### src/pspf_consts.svh
/*
 Offsets, field positions, reset values and timing counts of the per-port
 status page. Assumes inclusion by the single design file only.
*/
`ifndef PSPF_CONSTS_SVH
`define PSPF_CONSTS_SVH

// ------------------------------------------------------------
// Register byte addresses
// ------------------------------------------------------------
`define PSPF_ADDR_SEL      8'h00
`define PSPF_ADDR_SPEED    8'h04
`define PSPF_ADDR_STATUS   8'h08
`define PSPF_ADDR_ERRCNT   8'h0C
`define PSPF_ADDR_CTRL     8'h10
`define PSPF_ADDR_LINK     8'h14

// ------------------------------------------------------------
// Fields, encodings, reset values
// ------------------------------------------------------------
`define PSPF_NPORTS        3
`define PSPF_SPD_100       3'h0
`define PSPF_SPD_400       3'h2
`define PSPF_SPD_RSVD      3'h6
`define PSPF_CNT_MAX       8'hFF
`define PSPF_CNT_ONE       8'h01
`define PSPF_RESP_OKAY     2'h0
`define PSPF_RESP_SLVERR   2'h2
`define PSPF_ADDR_W        8

// ------------------------------------------------------------
// Debounce time: 341 ms at 40 MHz
// ------------------------------------------------------------
`define PSPF_DEBOUNCE_MS   341
`define PSPF_CLK_KHZ       40000
`define PSPF_DEBOUNCE_CYC  (`PSPF_DEBOUNCE_MS * `PSPF_CLK_KHZ)

`endif

### src/pspf_pkg.sv
/*
 Types for the per-port status page block.
 Assumes the consts header is compiled alongside.
*/
package pspf_pkg;
   // Per-port link attachment mode
   typedef enum logic [1:0] {
      PSPF_MODE_CODED_ONLY,
      PSPF_MODE_DUAL,
      PSPF_MODE_LEGACY_ONLY
   } pspf_mode_t;
   // Per-port power state
   typedef enum logic [1:0] {
      PSPF_PWR_ACTIVE,
      PSPF_PWR_SLEEP,
      PSPF_PWR_STANDBY
   } pspf_pwr_t;
endpackage

### src/pspf_port_status.sv
/*
 Per-port status and control page of a three-port serial-bus PHY, with an
 AXI4-Lite slave. Assumes the port state machines outside feed events and
 levels synchronous to SYS_CLK, and that a power reset drives RST_N.
*/
// How it works
// - Hold 3-bit max training speed per port
// - Clamp over-capable writes to port capability
// - Speed latched on new coded connection of any port; dual latches 400
// - Dual ports fixed at 400, writes ignored
// - Reset loads capability; no write below minimum
// - Plug present flag always reads one
// - Read-only capable speed field per port
// - Unstable flag set on failure, W1C
// - Coded active flag only while coded mode
// - Connected, valid, not coded means legacy
// - Saturating 8-bit bad codeword counter
// - Counter clears on local or remote count read
// - Asleep flag; sleep only when permitted
// - Sleep permit sampled from pin at reset
// - Monitor mode shows sleep on data lines
// - Loop block flag set by loop-free build
// - Loop block cleared on bus reset, disconnect
// - Standby flag reflects standby state
// - Deep disable acts only on disabled port
// - Deep disable forces connection, valid to zero
// - Deep disable stops tones; leaving it forces renegotiation
// - Connection debounced 341 ms; bus reset keeps
// - Port disable blocks activation; hw reset clears
`timescale 1ns/1ps
`include "pspf_consts.svh"
`default_nettype none

module pspf_port_status #(
   parameter int unsigned DEBOUNCE_CYC = `PSPF_DEBOUNCE_CYC
) (
   // Clock and reset
   input  wire logic        SYS_CLK,
   input  wire logic        RST_N,
   // AXI4-Lite write address
   input  wire logic [7:0]  S_AXI_AWADDR,
   input  wire logic        S_AXI_AWVALID,
   output var  logic        S_AXI_AWREADY,
   // AXI4-Lite write data
   input  wire logic [31:0] S_AXI_WDATA,
   input  wire logic [3:0]  S_AXI_WSTRB,
   input  wire logic        S_AXI_WVALID,
   output var  logic        S_AXI_WREADY,
   // AXI4-Lite write response
   output var  logic [1:0]  S_AXI_BRESP,
   output var  logic        S_AXI_BVALID,
   input  wire logic        S_AXI_BREADY,
   // AXI4-Lite read
   input  wire logic [7:0]  S_AXI_ARADDR,
   input  wire logic        S_AXI_ARVALID,
   output var  logic        S_AXI_ARREADY,
   output var  logic [31:0] S_AXI_RDATA,
   output var  logic [1:0]  S_AXI_RRESP,
   output var  logic        S_AXI_RVALID,
   input  wire logic        S_AXI_RREADY,
   // Port straps and configuration
   input  wire logic [5:0]  PORT_CAP_SPEED,
   input  wire logic [5:0]  PORT_MODE,
   input  wire logic        SLEEP_PERMIT_PIN,
   input  wire logic        POWER_MONITOR_MODE,
   // Port state machine events and levels
   input  wire logic        BUS_RESET,
   input  wire logic [2:0]  RAW_CONNECT,
   input  wire logic [2:0]  RAW_RECEIVE_VALID,
   input  wire logic [2:0]  CODED_LINK_UP,
   input  wire logic [2:0]  NEW_CODED_CONNECT,
   input  wire logic [2:0]  NEGOTIATION_FAIL,
   input  wire logic [2:0]  BAD_CODEWORD,
   input  wire logic [2:0]  SLEEP_REQUEST,
   input  wire logic [2:0]  SLEEP_EXIT,
   input  wire logic [2:0]  STANDBY_STATE,
   input  wire logic [2:0]  LOOP_BLOCK_SET,
   input  wire logic [2:0]  REMOTE_READ_ERRCNT,
   // Outputs to the port machines
   output var  logic [2:0]  PORT_ACTIVE,
   output var  logic [2:0]  LEGACY_ACTIVE,
   output var  logic [2:0]  TONE_ENABLE,
   output var  logic [2:0]  RENEGOTIATE,
   output var  logic [8:0]  TRAIN_SPEED,
   output var  logic [2:0]  LINK_MONITOR_DATA
);

   // ------------------------------------------------------------
   // Per-port state
   // ------------------------------------------------------------
   logic [2:0]  sel;                     // Selected port
   logic [2:0]  max_training_speed [3];  // Allowed coded speed
   logic [2:0]  train_speed [3];         // Speed latched at connect
   logic [7:0]  bad_codeword_count [3];  // Saturating error count
   logic [2:0]  link_unstable_flag;      // Sticky failure flag
   logic [2:0]  port_asleep;             // Sleep state
   logic [2:0]  sleep_permit;            // Sleep allowed
   logic [2:0]  loop_block_state;        // Loop-free block
   logic [2:0]  deep_disable;            // Deep disable control
   logic [2:0]  port_disable;            // Port disable control
   logic [2:0]  con;                     // Debounced connection
   logic [31:0] deb_cnt [3];             // Debounce counters
   logic [2:0]  deep_prev;               // Deep-disable history
   logic        strap_done;              // Pin sampled once

   // ------------------------------------------------------------
   // Bus channel state
   // ------------------------------------------------------------
   logic        aw_held;
   logic [7:0]  aw_addr;
   logic        w_held;
   logic [31:0] w_data;
   logic [3:0]  w_strb;

   // Clamp a written speed to capability and the minimum
   function automatic logic [2:0] clamp_speed(input logic [2:0] wr,
                                             input logic [2:0] cap);
      if (wr > cap || wr == `PSPF_SPD_RSVD)
         clamp_speed = cap;
      else
         clamp_speed = wr;
   endfunction

   // Select a port's 2-bit field from a packed vector, zero-extended to 3 bits
   function automatic logic [2:0] port_field(input logic [5:0] vec,
                                            input int unsigned p);
      port_field = (p == 0) ? {1'b0, vec[1:0]} : 3'h0;
      port_field = {1'b0, vec[2*p +: 2]};
   endfunction

   // ------------------------------------------------------------
   // Decode
   // ------------------------------------------------------------
   wire       wr_go   = aw_held && w_held && !S_AXI_BVALID;
   wire       rd_go   = S_AXI_ARVALID && S_AXI_ARREADY;
   wire [1:0] sp      = (sel < 3'h3) ? sel[1:0] : 2'h0;
   wire       wr_sel  = wr_go && aw_addr == `PSPF_ADDR_SEL;
   wire       wr_spd  = wr_go && aw_addr == `PSPF_ADDR_SPEED;
   wire       wr_sts  = wr_go && aw_addr == `PSPF_ADDR_STATUS;
   wire       wr_ctl  = wr_go && aw_addr == `PSPF_ADDR_CTRL;
   wire       rd_err  = rd_go && S_AXI_ARADDR == `PSPF_ADDR_ERRCNT;
   wire       wr_ok   = wr_sel || wr_spd || wr_sts || wr_ctl;
   wire [2:0] cap_sel = port_field(PORT_CAP_SPEED, sp);
   wire [1:0] mode_sel = PORT_MODE[2*sp +: 2];

   // Effective connection and receive-valid after deep disable
   wire [2:0] deep_on = deep_disable & port_disable;
   wire [2:0] rx_valid = RAW_RECEIVE_VALID & ~deep_on;
   wire [2:0] coded   = CODED_LINK_UP & con & rx_valid;

   // Read mux
   logic [31:0] rd_mux;
   logic        rd_hit;
   always_comb begin
      rd_mux = 32'h0000_0000;
      rd_hit = 1'b1;
      if (S_AXI_ARADDR == `PSPF_ADDR_SEL) begin
         rd_mux = {29'h0, sel};
      end else if (S_AXI_ARADDR == `PSPF_ADDR_SPEED) begin
         rd_mux = {25'h0, cap_sel, 1'b1, max_training_speed[sp]};
      end else if (S_AXI_ARADDR == `PSPF_ADDR_STATUS) begin
         rd_mux = {25'h0, STANDBY_STATE[sp], loop_block_state[sp],
                   port_asleep[sp], rx_valid[sp], con[sp], coded[sp],
                   link_unstable_flag[sp]};
      end else if (S_AXI_ARADDR == `PSPF_ADDR_ERRCNT) begin
         rd_mux = {24'h0, bad_codeword_count[sp]};
      end else if (S_AXI_ARADDR == `PSPF_ADDR_CTRL) begin
         rd_mux = {29'h0, port_disable[sp], deep_disable[sp], sleep_permit[sp]};
      end else if (S_AXI_ARADDR == `PSPF_ADDR_LINK) begin
         rd_mux = {29'h0, LEGACY_ACTIVE[sp], PORT_ACTIVE[sp], coded[sp]};
      end else begin
         rd_hit = 1'b0;
      end
   end

   // ------------------------------------------------------------
   // AXI4-Lite handshake
   // ------------------------------------------------------------
   // Address and data are held until both arrive, in either order
   always_ff @(posedge SYS_CLK) begin
      if (!RST_N) begin
         aw_held <= 1'b0;
         w_held  <= 1'b0;
         aw_addr <= 8'h00;
         w_data  <= 32'h0000_0000;
         w_strb  <= 4'h0;
      end else begin
         if (S_AXI_AWVALID && S_AXI_AWREADY) begin
            aw_held <= 1'b1;
            aw_addr <= S_AXI_AWADDR;
         end else if (wr_go) begin
            aw_held <= 1'b0;
         end
         if (S_AXI_WVALID && S_AXI_WREADY) begin
            w_held <= 1'b1;
            w_data <= S_AXI_WDATA;
            w_strb <= S_AXI_WSTRB;
         end else if (wr_go) begin
            w_held <= 1'b0;
         end
      end
   end

   // Ready and response flops
   always_ff @(posedge SYS_CLK) begin
      if (!RST_N) begin
         S_AXI_AWREADY <= 1'b0;
         S_AXI_WREADY  <= 1'b0;
         S_AXI_BVALID  <= 1'b0;
         S_AXI_BRESP   <= `PSPF_RESP_OKAY;
         S_AXI_ARREADY <= 1'b0;
         S_AXI_RVALID  <= 1'b0;
         S_AXI_RDATA   <= 32'h0000_0000;
         S_AXI_RRESP   <= `PSPF_RESP_OKAY;
      end else begin
         // One cycle ready pulses; each only when its own channel holds nothing
         S_AXI_AWREADY <= !aw_held && !S_AXI_AWREADY && S_AXI_AWVALID;
         S_AXI_WREADY  <= !w_held && !S_AXI_WREADY && S_AXI_WVALID;
         if (wr_go) begin
            S_AXI_BVALID <= 1'b1;
            S_AXI_BRESP  <= wr_ok ? `PSPF_RESP_OKAY : `PSPF_RESP_SLVERR;
         end else if (S_AXI_BREADY) begin
            S_AXI_BVALID <= 1'b0;
         end
         S_AXI_ARREADY <= S_AXI_ARVALID && !S_AXI_ARREADY && !S_AXI_RVALID;
         if (rd_go) begin
            S_AXI_RVALID <= 1'b1;
            S_AXI_RDATA  <= rd_mux;
            S_AXI_RRESP  <= rd_hit ? `PSPF_RESP_OKAY : `PSPF_RESP_SLVERR;
         end else if (S_AXI_RREADY) begin
            S_AXI_RVALID <= 1'b0;
         end
      end
   end

   // ------------------------------------------------------------
   // Port select and sleep-permit strap
   // ------------------------------------------------------------
   // Pin is caught by the first clocked cycle after reset release
   always_ff @(posedge SYS_CLK) begin
      if (!RST_N) begin
         sel        <= 3'h0;
         strap_done <= 1'b0;
      end else begin
         strap_done <= 1'b1;
         if (wr_sel && w_strb[0]) begin
            sel <= w_data[2:0];
         end
      end
   end

   // ------------------------------------------------------------
   // Per-port fields
   // ------------------------------------------------------------
   for (genvar p = 0; p < `PSPF_NPORTS; p++) begin : g_port
      wire       me     = (sp == 2'(p));
      wire [2:0] cap    = port_field(PORT_CAP_SPEED, p);
      wire       dual   = PORT_MODE[2*p +: 2] == pspf_pkg::PSPF_MODE_DUAL;
      wire       raw_ok = RAW_CONNECT[p] && !deep_on[p];
      wire       err_rd = (rd_err && me) || REMOTE_READ_ERRCNT[p];

      // Speed, training latch, failure flag
      always_ff @(posedge SYS_CLK) begin
         if (!RST_N) begin
            max_training_speed[p] <= `PSPF_SPD_100;
            train_speed[p]        <= `PSPF_SPD_100;
            link_unstable_flag[p] <= 1'b0;
         end else begin
            if (!strap_done) begin
               max_training_speed[p] <= dual ? `PSPF_SPD_400 : cap;
            end else if (wr_spd && me && w_strb[0] && !dual) begin
               max_training_speed[p] <= clamp_speed(w_data[2:0], cap);
            end
            if (NEW_CODED_CONNECT[p]) begin
               train_speed[p] <= dual ? `PSPF_SPD_400
                                      : max_training_speed[p];
            end
            // Set wins over clear
            if (NEGOTIATION_FAIL[p]) begin
               link_unstable_flag[p] <= 1'b1;
            end else if (wr_sts && me && w_strb[0] && w_data[0]) begin
               link_unstable_flag[p] <= 1'b0;
            end
         end
      end

      // Error counter: an increment in the read cycle is kept
      always_ff @(posedge SYS_CLK) begin
         if (!RST_N) begin
            bad_codeword_count[p] <= 8'h00;
         end else if (err_rd) begin
            bad_codeword_count[p] <= BAD_CODEWORD[p] ? `PSPF_CNT_ONE : 8'h00;
         end else if (BAD_CODEWORD[p] && bad_codeword_count[p] != `PSPF_CNT_MAX) begin
            bad_codeword_count[p] <= bad_codeword_count[p] + `PSPF_CNT_ONE;
         end
      end

      // Controls, sleep and loop state
      always_ff @(posedge SYS_CLK) begin
         if (!RST_N) begin
            sleep_permit[p]     <= 1'b0;
            port_disable[p]     <= 1'b0;
            deep_disable[p]     <= 1'b0;
            port_asleep[p]      <= 1'b0;
            loop_block_state[p] <= 1'b0;
         end else begin
            if (!strap_done) begin
               sleep_permit[p] <= SLEEP_PERMIT_PIN;
            end else if (wr_ctl && me && w_strb[0]) begin
               sleep_permit[p] <= w_data[0];
               deep_disable[p] <= w_data[1];
               port_disable[p] <= w_data[2];
            end
            if (SLEEP_EXIT[p]) begin
               port_asleep[p] <= 1'b0;
            end else if (SLEEP_REQUEST[p] && sleep_permit[p]) begin
               port_asleep[p] <= 1'b1;
            end
            if (BUS_RESET || !con[p]) begin
               loop_block_state[p] <= 1'b0;
            end else if (LOOP_BLOCK_SET[p]) begin
               loop_block_state[p] <= 1'b1;
            end
         end
      end

      // Debounce: bus reset does not touch it
      always_ff @(posedge SYS_CLK) begin
         if (!RST_N) begin
            deb_cnt[p] <= 32'h0000_0000;
            con[p]     <= 1'b0;
         end else if (!raw_ok) begin
            deb_cnt[p] <= 32'h0000_0000;
            con[p]     <= 1'b0;
         end else if (deb_cnt[p] >= DEBOUNCE_CYC - 1) begin
            con[p]     <= 1'b1;
         end else begin
            deb_cnt[p] <= deb_cnt[p] + 32'h0000_0001;
         end
      end
   end

   // ------------------------------------------------------------
   // Outputs to the port machines
   // ------------------------------------------------------------
   always_ff @(posedge SYS_CLK) begin
      if (!RST_N) begin
         PORT_ACTIVE       <= 3'h0;
         LEGACY_ACTIVE     <= 3'h0;
         TONE_ENABLE       <= 3'h0;
         RENEGOTIATE       <= 3'h0;
         TRAIN_SPEED       <= 9'h000;
         LINK_MONITOR_DATA <= 3'h0;
         deep_prev         <= 3'h0;
      end else begin
         PORT_ACTIVE   <= con & rx_valid & ~port_disable;
         LEGACY_ACTIVE <= con & rx_valid & ~coded & ~port_disable;
         TONE_ENABLE   <= ~deep_on;
         deep_prev     <= deep_on;
         RENEGOTIATE   <= deep_prev & ~deep_on;
         TRAIN_SPEED   <= {train_speed[2], train_speed[1], train_speed[0]};
         LINK_MONITOR_DATA <= POWER_MONITOR_MODE ? port_asleep : 3'h0;
      end
   end

endmodule

`default_nettype wire

### config.mk
export PLATFORM = sky130hd
export DESIGN_NAME = pspf_port_status
export DESIGN_NICKNAME = d
export VERILOG_FILES = /design/src/pspf_pkg.sv /design/src/pspf_port_status.sv
export VERILOG_INCLUDE_DIRS = /design/src /design/src/src
export SDC_FILE = /design/constraint.sdc
export NUM_CORES = 1
export LEC_CHECK = 0
export ABC_AREA = 0
export BUFFER_PORTS_ARGS = -buffer_cell sky130_fd_sc_hd__buf_2
export CAP_MARGIN = 10
export CORE_MARGIN = 3
export CORE_UTILIZATION = 60
export DETAILED_ROUTE_END_ITERATION = 6
export PLACE_DENSITY = 0.84
export SLEW_MARGIN = 20
export SYNTH_ARGS = -nofsm -noshare
export SYNTH_HDL_FRONTEND = slang
export SYNTH_SLANG_ARGS = --single-unit
export TNS_END_PERCENT = 10
### constraint.sdc
create_clock -name SYS_CLK -period 10.1 [get_ports SYS_CLK]
set_input_delay 2.02 -clock SYS_CLK [delete_from_list [all_inputs] [get_ports SYS_CLK]]
set_output_delay 2.02 -clock SYS_CLK [all_outputs]
set_load 0.01 [all_outputs]
==> impl_metrics.prom, run 1 <==
# TYPE chip_impl_metric gauge
chip_impl_metric{name="clkSlewWorstSetupHoldPaths",unit="ns"} 0.06
chip_impl_metric{name="cts_made_buffers",unit=""} 23
chip_impl_info{name="critPathLaunchType",value="primary input"} 1
chip_impl_metric{name="ys_ff_latch",unit=""} 219
chip_impl_metric{name="synthesis.yosys.warnings",unit=""} 0
chip_impl_metric{name="vias_in_the_first_global_route",unit=""} 8516
chip_impl_metric{name="design.portCount",unit=""} 172
chip_impl_metric{name="worst-endpoint-arrival",unit="ns"} 4.19
chip_impl_metric{name="timing_hold_violations_final",unit=""} 0
chip_impl_info{name="cts_tree",value="done"} 1
chip_impl_metric{name="worst-path-max-fanout",unit=""} 8
chip_impl_metric{name="drt_iter0_markers",unit=""} 847
chip_impl_metric{name="power.leakage",unit="nW"} 4.72
chip_impl_metric{name="std_cell_rows",unit=""} 49
chip_impl_metric{name="synth_enable_flop_cells",unit=""} 138
chip_impl_metric{name="route.vias.total",unit=""} 9165
chip_impl_metric{name="synthesis.area",unit="mm^2"} 0.0113
chip_impl_metric{name="clock_latency",unit="ns"} 0.50
chip_impl_metric{name="timing.max_slew.rel_slack",unit="%"} 29.0
chip_impl_metric{name="core_utilization_of_the_finished_layout",unit="%"} 70.5
chip_impl_metric{name="syn-instance-count",unit=""} 1129
chip_impl_metric{name="route.met2.wl",unit="mm"} 11.9
chip_impl_metric{name="worst_ir_drop_vdd",unit="mV"} 0.139
chip_impl_metric{name="dp_hpwl",unit="mm"} 18.1
chip_impl_metric{name="asyncSetResetFlopFracSynth",unit="%"} 0
chip_impl_metric{name="clock_tree.htree_level_count",unit=""} 1
chip_impl_metric{name="yosys.cell_types.count",unit=""} 70
chip_impl_metric{name="design.final.nets",unit=""} 1366
chip_impl_metric{name="regArea",unit="mm^2"} 0.00577
chip_impl_metric{name="antenna_left",unit=""} 0
chip_impl_metric{name="n_fill_cell",unit=""} 1330
chip_impl_metric{name="max_slew.worst_pin.slew",unit="ns"} 1.06
chip_impl_metric{name="detail_route.wirelength",unit="mm"} 26.4
chip_impl_metric{name="max_cap_violations",unit=""} 0
chip_impl_metric{name="timing.critical_path.buf_inv",unit=""} 1
chip_impl_metric{name="proportion_of_layout_cells_with_a_drive_suffix_above_1",unit="%"} 14.3
chip_impl_metric{name="yosysTopAreaCellShare",unit="%"} 36.6
chip_impl_metric{name="syn_to_final_growth",unit="%"} 13.5
chip_impl_info{name="critical-path-slowest-cell",value="nor4_1"} 1
chip_impl_info{name="worst_path_dominant_cell_family",value="simple AND/OR/NAND/NOR gates"} 1
chip_impl_metric{name="finalCritPeriodShare",unit="%"} 39.9
chip_impl_metric{name="chip_width",unit="um"} 143
chip_impl_metric{name="seq_area_frac_synth",unit="%"} 51.0
chip_impl_info{name="critical_path.endpoint_type",value="flip-flop"} 1
chip_impl_metric{name="largest_net_degree_at_the_start_of_global_routing",unit=""} 64
chip_impl_metric{name="die_area",unit="mm^2"} 0.0205
chip_impl_metric{name="slew_violations",unit=""} 0
chip_impl_metric{name="hold_buffers",unit=""} 0
chip_impl_metric{name="highest_clock_rate",unit="MHz"} 248
chip_impl_metric{name="dr.pass1.iters",unit=""} 5
chip_impl_metric{name="portBuffers",unit=""} 113
chip_impl_metric{name="min_period",unit="ns"} 4.03
chip_impl_info{name="ys.flop_type",value="edfxtp_1"} 1
chip_impl_info{name="critical_path.cell_chain",value="buf_2, or4_1, nor4_1, a21oi_1, nand3_1"} 1
chip_impl_info{name="run_status",value="finished clean"} 1
chip_impl_info{name="ys_top_cells_by_area",value="edfxtp_1 (37%), dfxtp_1 (14%), xnor2_1 (3.7%)"} 1
chip_impl_metric{name="wire_per_inst",unit="um"} 17.7
chip_impl_metric{name="cts.sinks",unit=""} 219
chip_impl_metric{name="p_per_area",unit="mW/mm^2"} 157
chip_impl_info{name="root_buffer",value="clkbuf_16"} 1
chip_impl_metric{name="grt_use_total",unit="%"} 25.3
chip_impl_info{name="hold_path.class",value="flip-flop to flip-flop"} 1
chip_impl_metric{name="vias_per_cell",unit=""} 6.13
chip_impl_metric{name="worst_ep_required_time",unit="ns"} 10.25
chip_impl_metric{name="setup_viol",unit=""} 0
chip_impl_metric{name="critical-path-max-stage-delay",unit="ns"} 0.76
chip_impl_info{name="timing.setup.critical_path_class",value="primary input to flip-flop"} 1
chip_impl_metric{name="global_route.overflow_total",unit=""} 0
chip_impl_info{name="post-synth-top-area-cell",value="edfxtp_1"} 1
chip_impl_metric{name="totalNegativeSetupSlack",unit="ns"} 0
chip_impl_metric{name="place.gp.congestion",unit=""} 0.894
chip_impl_metric{name="syn_area_per_cell",unit="um^2"} 10.0
chip_impl_metric{name="post_cts.resized_instances",unit=""} 0
chip_impl_metric{name="met3WireLength",unit="mm"} 2.73
chip_impl_metric{name="multiInputGateArea",unit="mm^2"} 0.00522
chip_impl_info{name="rsz0062_at_grt",value="false"} 1
chip_impl_metric{name="cts-root-to-sink-buffers",unit=""} 3
chip_impl_metric{name="initial_core_util",unit="%"} 62.1
chip_impl_metric{name="floorplan.core_area",unit="mm^2"} 0.0182
chip_impl_metric{name="detail_route.wirelength.met1",unit="mm"} 11.1
chip_impl_metric{name="die_height",unit="um"} 143
chip_impl_metric{name="worst_clock_skew",unit="ns"} 0.0136
chip_impl_metric{name="postCtsSetupRepairBufs",unit=""} 0
chip_impl_metric{name="grt_first_pass_wirelength",unit="mm"} 42.4
chip_impl_info{name="route.top_layer_used",value="met5"} 1
chip_impl_metric{name="antenna_found_initial",unit=""} 6
chip_impl_metric{name="drt_drc_violations_left",unit=""} 0
==> cells in the mapped netlist (7+ instances only) <==
cell      number
o21a_1         7
o21ai_0       48
a21oi_1       22
a221oi_1      11
and3_1        19
mux2i_1       15
and4_1         9
nor2_1        90
nor3_1        38
clkbuf_1      53
xor2_1        35
a211oi_1      30
nand3_1       74
ha_1          12
a21boi_0      18
nand2_1       91
and2_1        28
nor2b_1       18
inv_1         28
nand2b_1      15
dfxtp_1       81
nor3b_1       13
buf_4         26
o221ai_1      12
xnor2_1       48
o211ai_1       9
nor4_1        26
nand4_1       18
edfxtp_1     138
==> placed cells by master, fill, tap and decap left out, types with 26 or more instances in the layout <==
cell,synthesis,layout
edfxtp_1,138,138
buf_2,0,113
nand2_1,91,91
nor2_1,90,90
dfxtp_1,81,81
nand3_1,74,74
conb_1,1,53
xnor2_1,48,48
o21ai_0,48,47
nor3_1,38,38
xor2_1,35,35
a211oi_1,30,30
inv_1,28,28
and2_1,28,28
clkbuf_16,0,27
nor4_1,26,26
==> state kept, by name, summed over array words and instances, names as in the netlist, 8 cells and up <==
name,cells
S_AXI_RDATA,8
TRAIN_SPEED,9
aw_addr,8
bad_codeword_count,24
deb_cnt,96
max_training_speed,9
train_speed,9
==> worst reg2reg max path, delay by kind of cell (launching register included) <==
family	cells	cell delay, ns
and+or+nand+nor	2	0.37
DFF	1	0.41
adders and majority gates	1	0.25
AOI/OAI and AO/OA	3	1.29
buffers and inverters	1	0.37
==> worst paths after layout <==
path / endpoint / cells past startpoint / slack, ns / from
hold reg to reg: TRAIN_SPEED[1]$_SDFF_PN0_ / 1 / 0.45 / train_speed[0][1]$_SDFFCE_PN0P_
hold / removal: TRAIN_SPEED[1]$_SDFF_PN0_ / 1 / 0.45 / train_speed[0][1]$_SDFFCE_PN0P_
setup reg to reg: deb_cnt[2][1]$_SDFFCE_PN0P_ / 7 / 7.04 / deb_cnt[2][0]$_SDFFCE_PN0P_
setup / recovery: bad_codeword_count[1][1]$_SDFFCE_PN0P_ / 5 / 6.07 / S_AXI_ARADDR[5]
==> cells by family after synthesis <==
kind of cell | Yosys count | share of synthesized area [%]
compound gates | 213 | 13.2
xor+xnor | 83 | 6.43
fa+ha+maj | 12 | 1.33
buf+inv | 113 | 4.68
flops | 219 | 51.0
mux | 18 | 1.63
other cells | 1 | 0.0332
simple gates | 470 | 21.7
==> where the power goes <==
part / internal (W) / switching (W) / leakage (nW)
combinational: 0.0000509 / 0.0000752 / 2.15
clock: 0.000526 / 0.000338 / 0.400
sequential: 0.000991 / 0.0000369 / 2.18
==> routing by layer <==
metal	GRT usage, %	vias up
met1	35.3	4280
met5	0	-
met4	6.05	8
met2	40.2	451
met3	6.43	68
li1	-	4358
==> metrics by stage <==
step / area, um^2 / hold WS (ns) / worst slack [ns] / std cells / total power [W]
4_1_cts: 12800 / 0.446 / 6.11 / 1492 / 0.00203
3_5_place_dp: 12000 / 0.433 / 5.63 / 1451 / 0.00117
3_3_place_gp: 12000 / 0.429 / 5.73 / 1451 / 0.00116
6_report: 12800 / 0.445 / 6.07 / 1494 / 0.00202
2_1_floorplan: 11500 / 0.415 / 5.60 / 1181 / 0.00112
5_1_grt: 12800 / 0.457 / 5.88 / 1494 / 0.00208
==> layout make-up <==
type,instances,area share (%)
Tap cell,229,2.23
Timing Repair Buffer,124,5.05
Multi-Input combinational cell,849,40.6
Clock buffer,37,6.06
Clock inverter,4,0.156
Sequential cell,219,44.9
Antenna cell,2,0.0390
Inverter,30,0.878
Note: power is estimated with default switching activity, not from simulation.
==> run 2: changes to the inputs <==
CORE_UTILIZATION = 52   (was 60)
PLACE_DENSITY = 0.77   (was 0.84)
clock period = 3.7 ns   (was 10.1 ns; I/O delays follow)
==> run 2 against run 1 <==
Net effect: power rose to 2.7 times the previous value; clock-buffer cell count shrank 5; final cell count increased by 3.7%; via count fell by 0.77%; register-to-register slack worse by 6.2 ns; hold slack got worse by 0.068 ns; critical path depth increased by 2; critical path type is now flip-flop to flip-flop; critical endpoint is now deb_cnt[2][26]$_SDFFCE_PN0P_.
==> impl_metrics.prom, run 2 (synthesized netlist as in run 1, its figures left out) <==
# TYPE chip_impl_metric gauge
chip_impl_metric{name="highest_clock_rate",unit="MHz"} 349
chip_impl_metric{name="largest_register_ffs",unit=""} 96
chip_impl_info{name="most_flops_register",value="deb_cnt"} 1
chip_impl_metric{name="cts-root-to-sink-buffers",unit=""} 3
chip_impl_metric{name="totalNegativeSetupSlack",unit="ns"} 0
chip_impl_info{name="timing.setup.critical_path_class",value="flip-flop to flip-flop"} 1
chip_impl_info{name="root_buffer",value="clkbuf_16"} 1
chip_impl_metric{name="clock_latency",unit="ns"} 0.52
chip_impl_metric{name="die_height",unit="um"} 153
chip_impl_metric{name="floorplan.core_area",unit="mm^2"} 0.0212
chip_impl_metric{name="reg2reg_depth",unit=""} 7
chip_impl_metric{name="n_fill_cell",unit=""} 1796
chip_impl_metric{name="design.final.nets",unit=""} 1374
chip_impl_metric{name="regArea",unit="mm^2"} 0.00577
chip_impl_metric{name="clkSlewWorstSetupHoldPaths",unit="ns"} 0.06
chip_impl_metric{name="place.gp.congestion",unit=""} 0.883
chip_impl_metric{name="largest_net_degree_at_the_start_of_global_routing",unit=""} 49
chip_impl_metric{name="worst_clock_skew",unit="ns"} 0.0223
chip_impl_metric{name="chip_width",unit="um"} 153
chip_impl_metric{name="syn_to_final_growth",unit="%"} 14.1
chip_impl_info{name="largestRegisters",value="deb_cnt x96, bad_codeword_count x24"} 1
chip_impl_metric{name="timing_hold_violations_final",unit=""} 0
chip_impl_info{name="critPathLaunchType",value="flip-flop"} 1
chip_impl_metric{name="grt_use_total",unit="%"} 21.9
chip_impl_metric{name="cts.sinks",unit=""} 219
chip_impl_info{name="critical_path.endpoint_type",value="flip-flop"} 1
chip_impl_metric{name="vias_in_the_first_global_route",unit=""} 8567
chip_impl_metric{name="worst-endpoint-arrival",unit="ns"} 3.07
chip_impl_info{name="cp-startpoint",value="deb_cnt[2][0]$_SDFFCE_PN0P_"} 1
chip_impl_info{name="layout_commonest_cell",value="edfxtp_1"} 1
chip_impl_metric{name="portBuffers",unit=""} 113
chip_impl_metric{name="grt_first_pass_wirelength",unit="mm"} 43.2
chip_impl_metric{name="core_utilization_of_the_finished_layout",unit="%"} 60.8
chip_impl_metric{name="route.vias.total",unit=""} 9094
chip_impl_metric{name="placed_cells",unit=""} 1504
chip_impl_metric{name="post_cts.resized_instances",unit=""} 0
chip_impl_info{name="whs_endpoint",value="port_asleep[2]$_SDFFE_PP0P_"} 1
chip_impl_metric{name="antenna_left",unit=""} 0
chip_impl_info{name="crit-reg2reg-launch",value="deb_cnt[2][0]$_SDFFCE_PN0P_"} 1
chip_impl_metric{name="post-route-worst-setup-slack",unit="ns"} 0.836
chip_impl_metric{name="detail_route.wirelength",unit="mm"} 26.7
chip_impl_metric{name="timing.hold.worst_path_depth",unit=""} 2
chip_impl_metric{name="multiInputGateArea",unit="mm^2"} 0.00521
chip_impl_metric{name="initial_core_util",unit="%"} 53.3
chip_impl_metric{name="dp_hpwl",unit="mm"} 18.6
chip_impl_info{name="reg2reg_capture_point",value="deb_cnt[2][26]$_SDFFCE_PN0P_"} 1
chip_impl_metric{name="cts_made_buffers",unit=""} 24
chip_impl_metric{name="max_cap_violations",unit=""} 0
chip_impl_metric{name="timing.max_slew.rel_slack",unit="%"} 38.0
chip_impl_metric{name="max_slew.worst_pin.slew",unit="ns"} 0.922
chip_impl_metric{name="antenna_found_initial",unit=""} 7
chip_impl_metric{name="drt_drc_violations_left",unit=""} 0
chip_impl_metric{name="setup.reg_to_reg.worst_slack",unit="ns"} 0.84
chip_impl_metric{name="worst_ep_required_time",unit="ns"} 3.91
chip_impl_metric{name="design.portCount",unit=""} 172
chip_impl_metric{name="power.leakage",unit="nW"} 4.72
chip_impl_metric{name="final_cell_count_no_fill",unit=""} 1550
chip_impl_metric{name="postCtsSetupRepairBufs",unit=""} 0
chip_impl_info{name="hold_path.class",value="primary input to flip-flop"} 1
chip_impl_metric{name="worst_ir_drop_vdd",unit="mV"} 0.311
chip_impl_metric{name="clock_tree.htree_level_count",unit=""} 1
chip_impl_metric{name="power",unit="W"} 0.00536
chip_impl_info{name="run_status",value="finished clean"} 1
chip_impl_metric{name="global_route.overflow_total",unit=""} 0
chip_impl_metric{name="wire_per_inst",unit="um"} 17.2
chip_impl_metric{name="slew_violations",unit=""} 0
chip_impl_info{name="cts_tree",value="done"} 1
chip_impl_metric{name="drt_iter0_markers",unit=""} 974
chip_impl_metric{name="std_cell_rows",unit=""} 53
chip_impl_metric{name="pre_cts_ws",unit="ns"} 0.866
chip_impl_info{name="min-delay-start",value="SLEEP_EXIT[2]"} 1
chip_impl_metric{name="dr.pass1.iters",unit=""} 5
chip_impl_metric{name="p_per_area",unit="mW/mm^2"} 416
chip_impl_metric{name="hold_buffers",unit=""} 0
chip_impl_metric{name="setup_viol",unit=""} 0
chip_impl_metric{name="vias_per_cell",unit=""} 5.87
chip_impl_info{name="layout.cells.most_common_list",value="edfxtp_1 (138), buf_2 (113), nand2_1 (91)"} 1
chip_impl_metric{name="die_area",unit="mm^2"} 0.0236
chip_impl_metric{name="proportion_of_layout_cells_with_a_drive_suffix_above_1",unit="%"} 14.2
chip_impl_metric{name="worst-path-max-fanout",unit=""} 25
chip_impl_metric{name="finalCritPeriodShare",unit="%"} 77.4
chip_impl_metric{name="min_period",unit="ns"} 2.86
chip_impl_info{name="rsz0062_at_grt",value="false"} 1
## run 2: layout make-up
type | instances | share of cell area (%)
Clock inverter | 12 | 0.466
Multi-Input combinational cell | 849 | 40.4
Clock buffer | 32 | 5.21
Sequential cell | 219 | 44.7
Tap cell | 275 | 2.67
Timing Repair Buffer | 131 | 5.63
Antenna cell | 2 | 0.0388
Inverter | 30 | 0.873
## run 2: per-stage QoR
stage                     hold WS [ns]  area [um^2]
after CTS                        0.361        12900
after global routing             0.363        12900
after global placement           0.429        12200
final                            0.377        12900
after detailed placement         0.434        12200
after floorplan                  0.415        11500
## run 2: worst max path at each step
| stage | endpoint | slack, ns |
|---|---|---|
| 2_1_floorplan | deb_cnt[1][0]$_SDFFCE_PN0P_ | 0.07 |
| 3_3_place_gp | deb_cnt[2][25]$_SDFFCE_PN0P_ | 0.90 |
| 3_5_place_dp | deb_cnt[2][31]$_SDFFCE_PN0P_ | 0.87 |
| 4_1_cts | deb_cnt[2][2]$_SDFFCE_PN0P_ | 0.85 |
| 5_1_grt | deb_cnt[1][7]$_SDFFCE_PN0P_ | 0.58 |
| 6_report | deb_cnt[2][26]$_SDFFCE_PN0P_ | 0.84 |
## run 2: critical path, cell delays in order, from the launching register on
cell	delay [ns]
edfxtp_1	0.41
ha_1	0.26
and4_1	0.27
a211o_1	0.32
a2111oi_0	0.52
o21ai_0	0.19
nand2_1	0.35
buf_12	0.24
## run 2: report_power, final
| part | internal [W] | leakage [nW] | switching (W) |
|---|---|---|---|
| Clock | 0.00127 | 0.350 | 0.000941 |
| Combinational | 0.000143 | 2.19 | 0.000201 |
| Sequential | 0.00271 | 2.18 | 0.000101 |
## run 2: per-layer routing
layer | GRT usage [%] | wire length [um] | part of all wire [%] | vias up
met2 | 35.2 | 12400 | 46 | 325
met4 | 4.75 | 482 | 1.8 | 10
met3 | 5.63 | 2360 | 8.8 | 58
met5 | 0 | 73 | 0.27 | -
met1 | 30.1 | 11400 | 43 | 4325
li1 | - | - | - | 4376
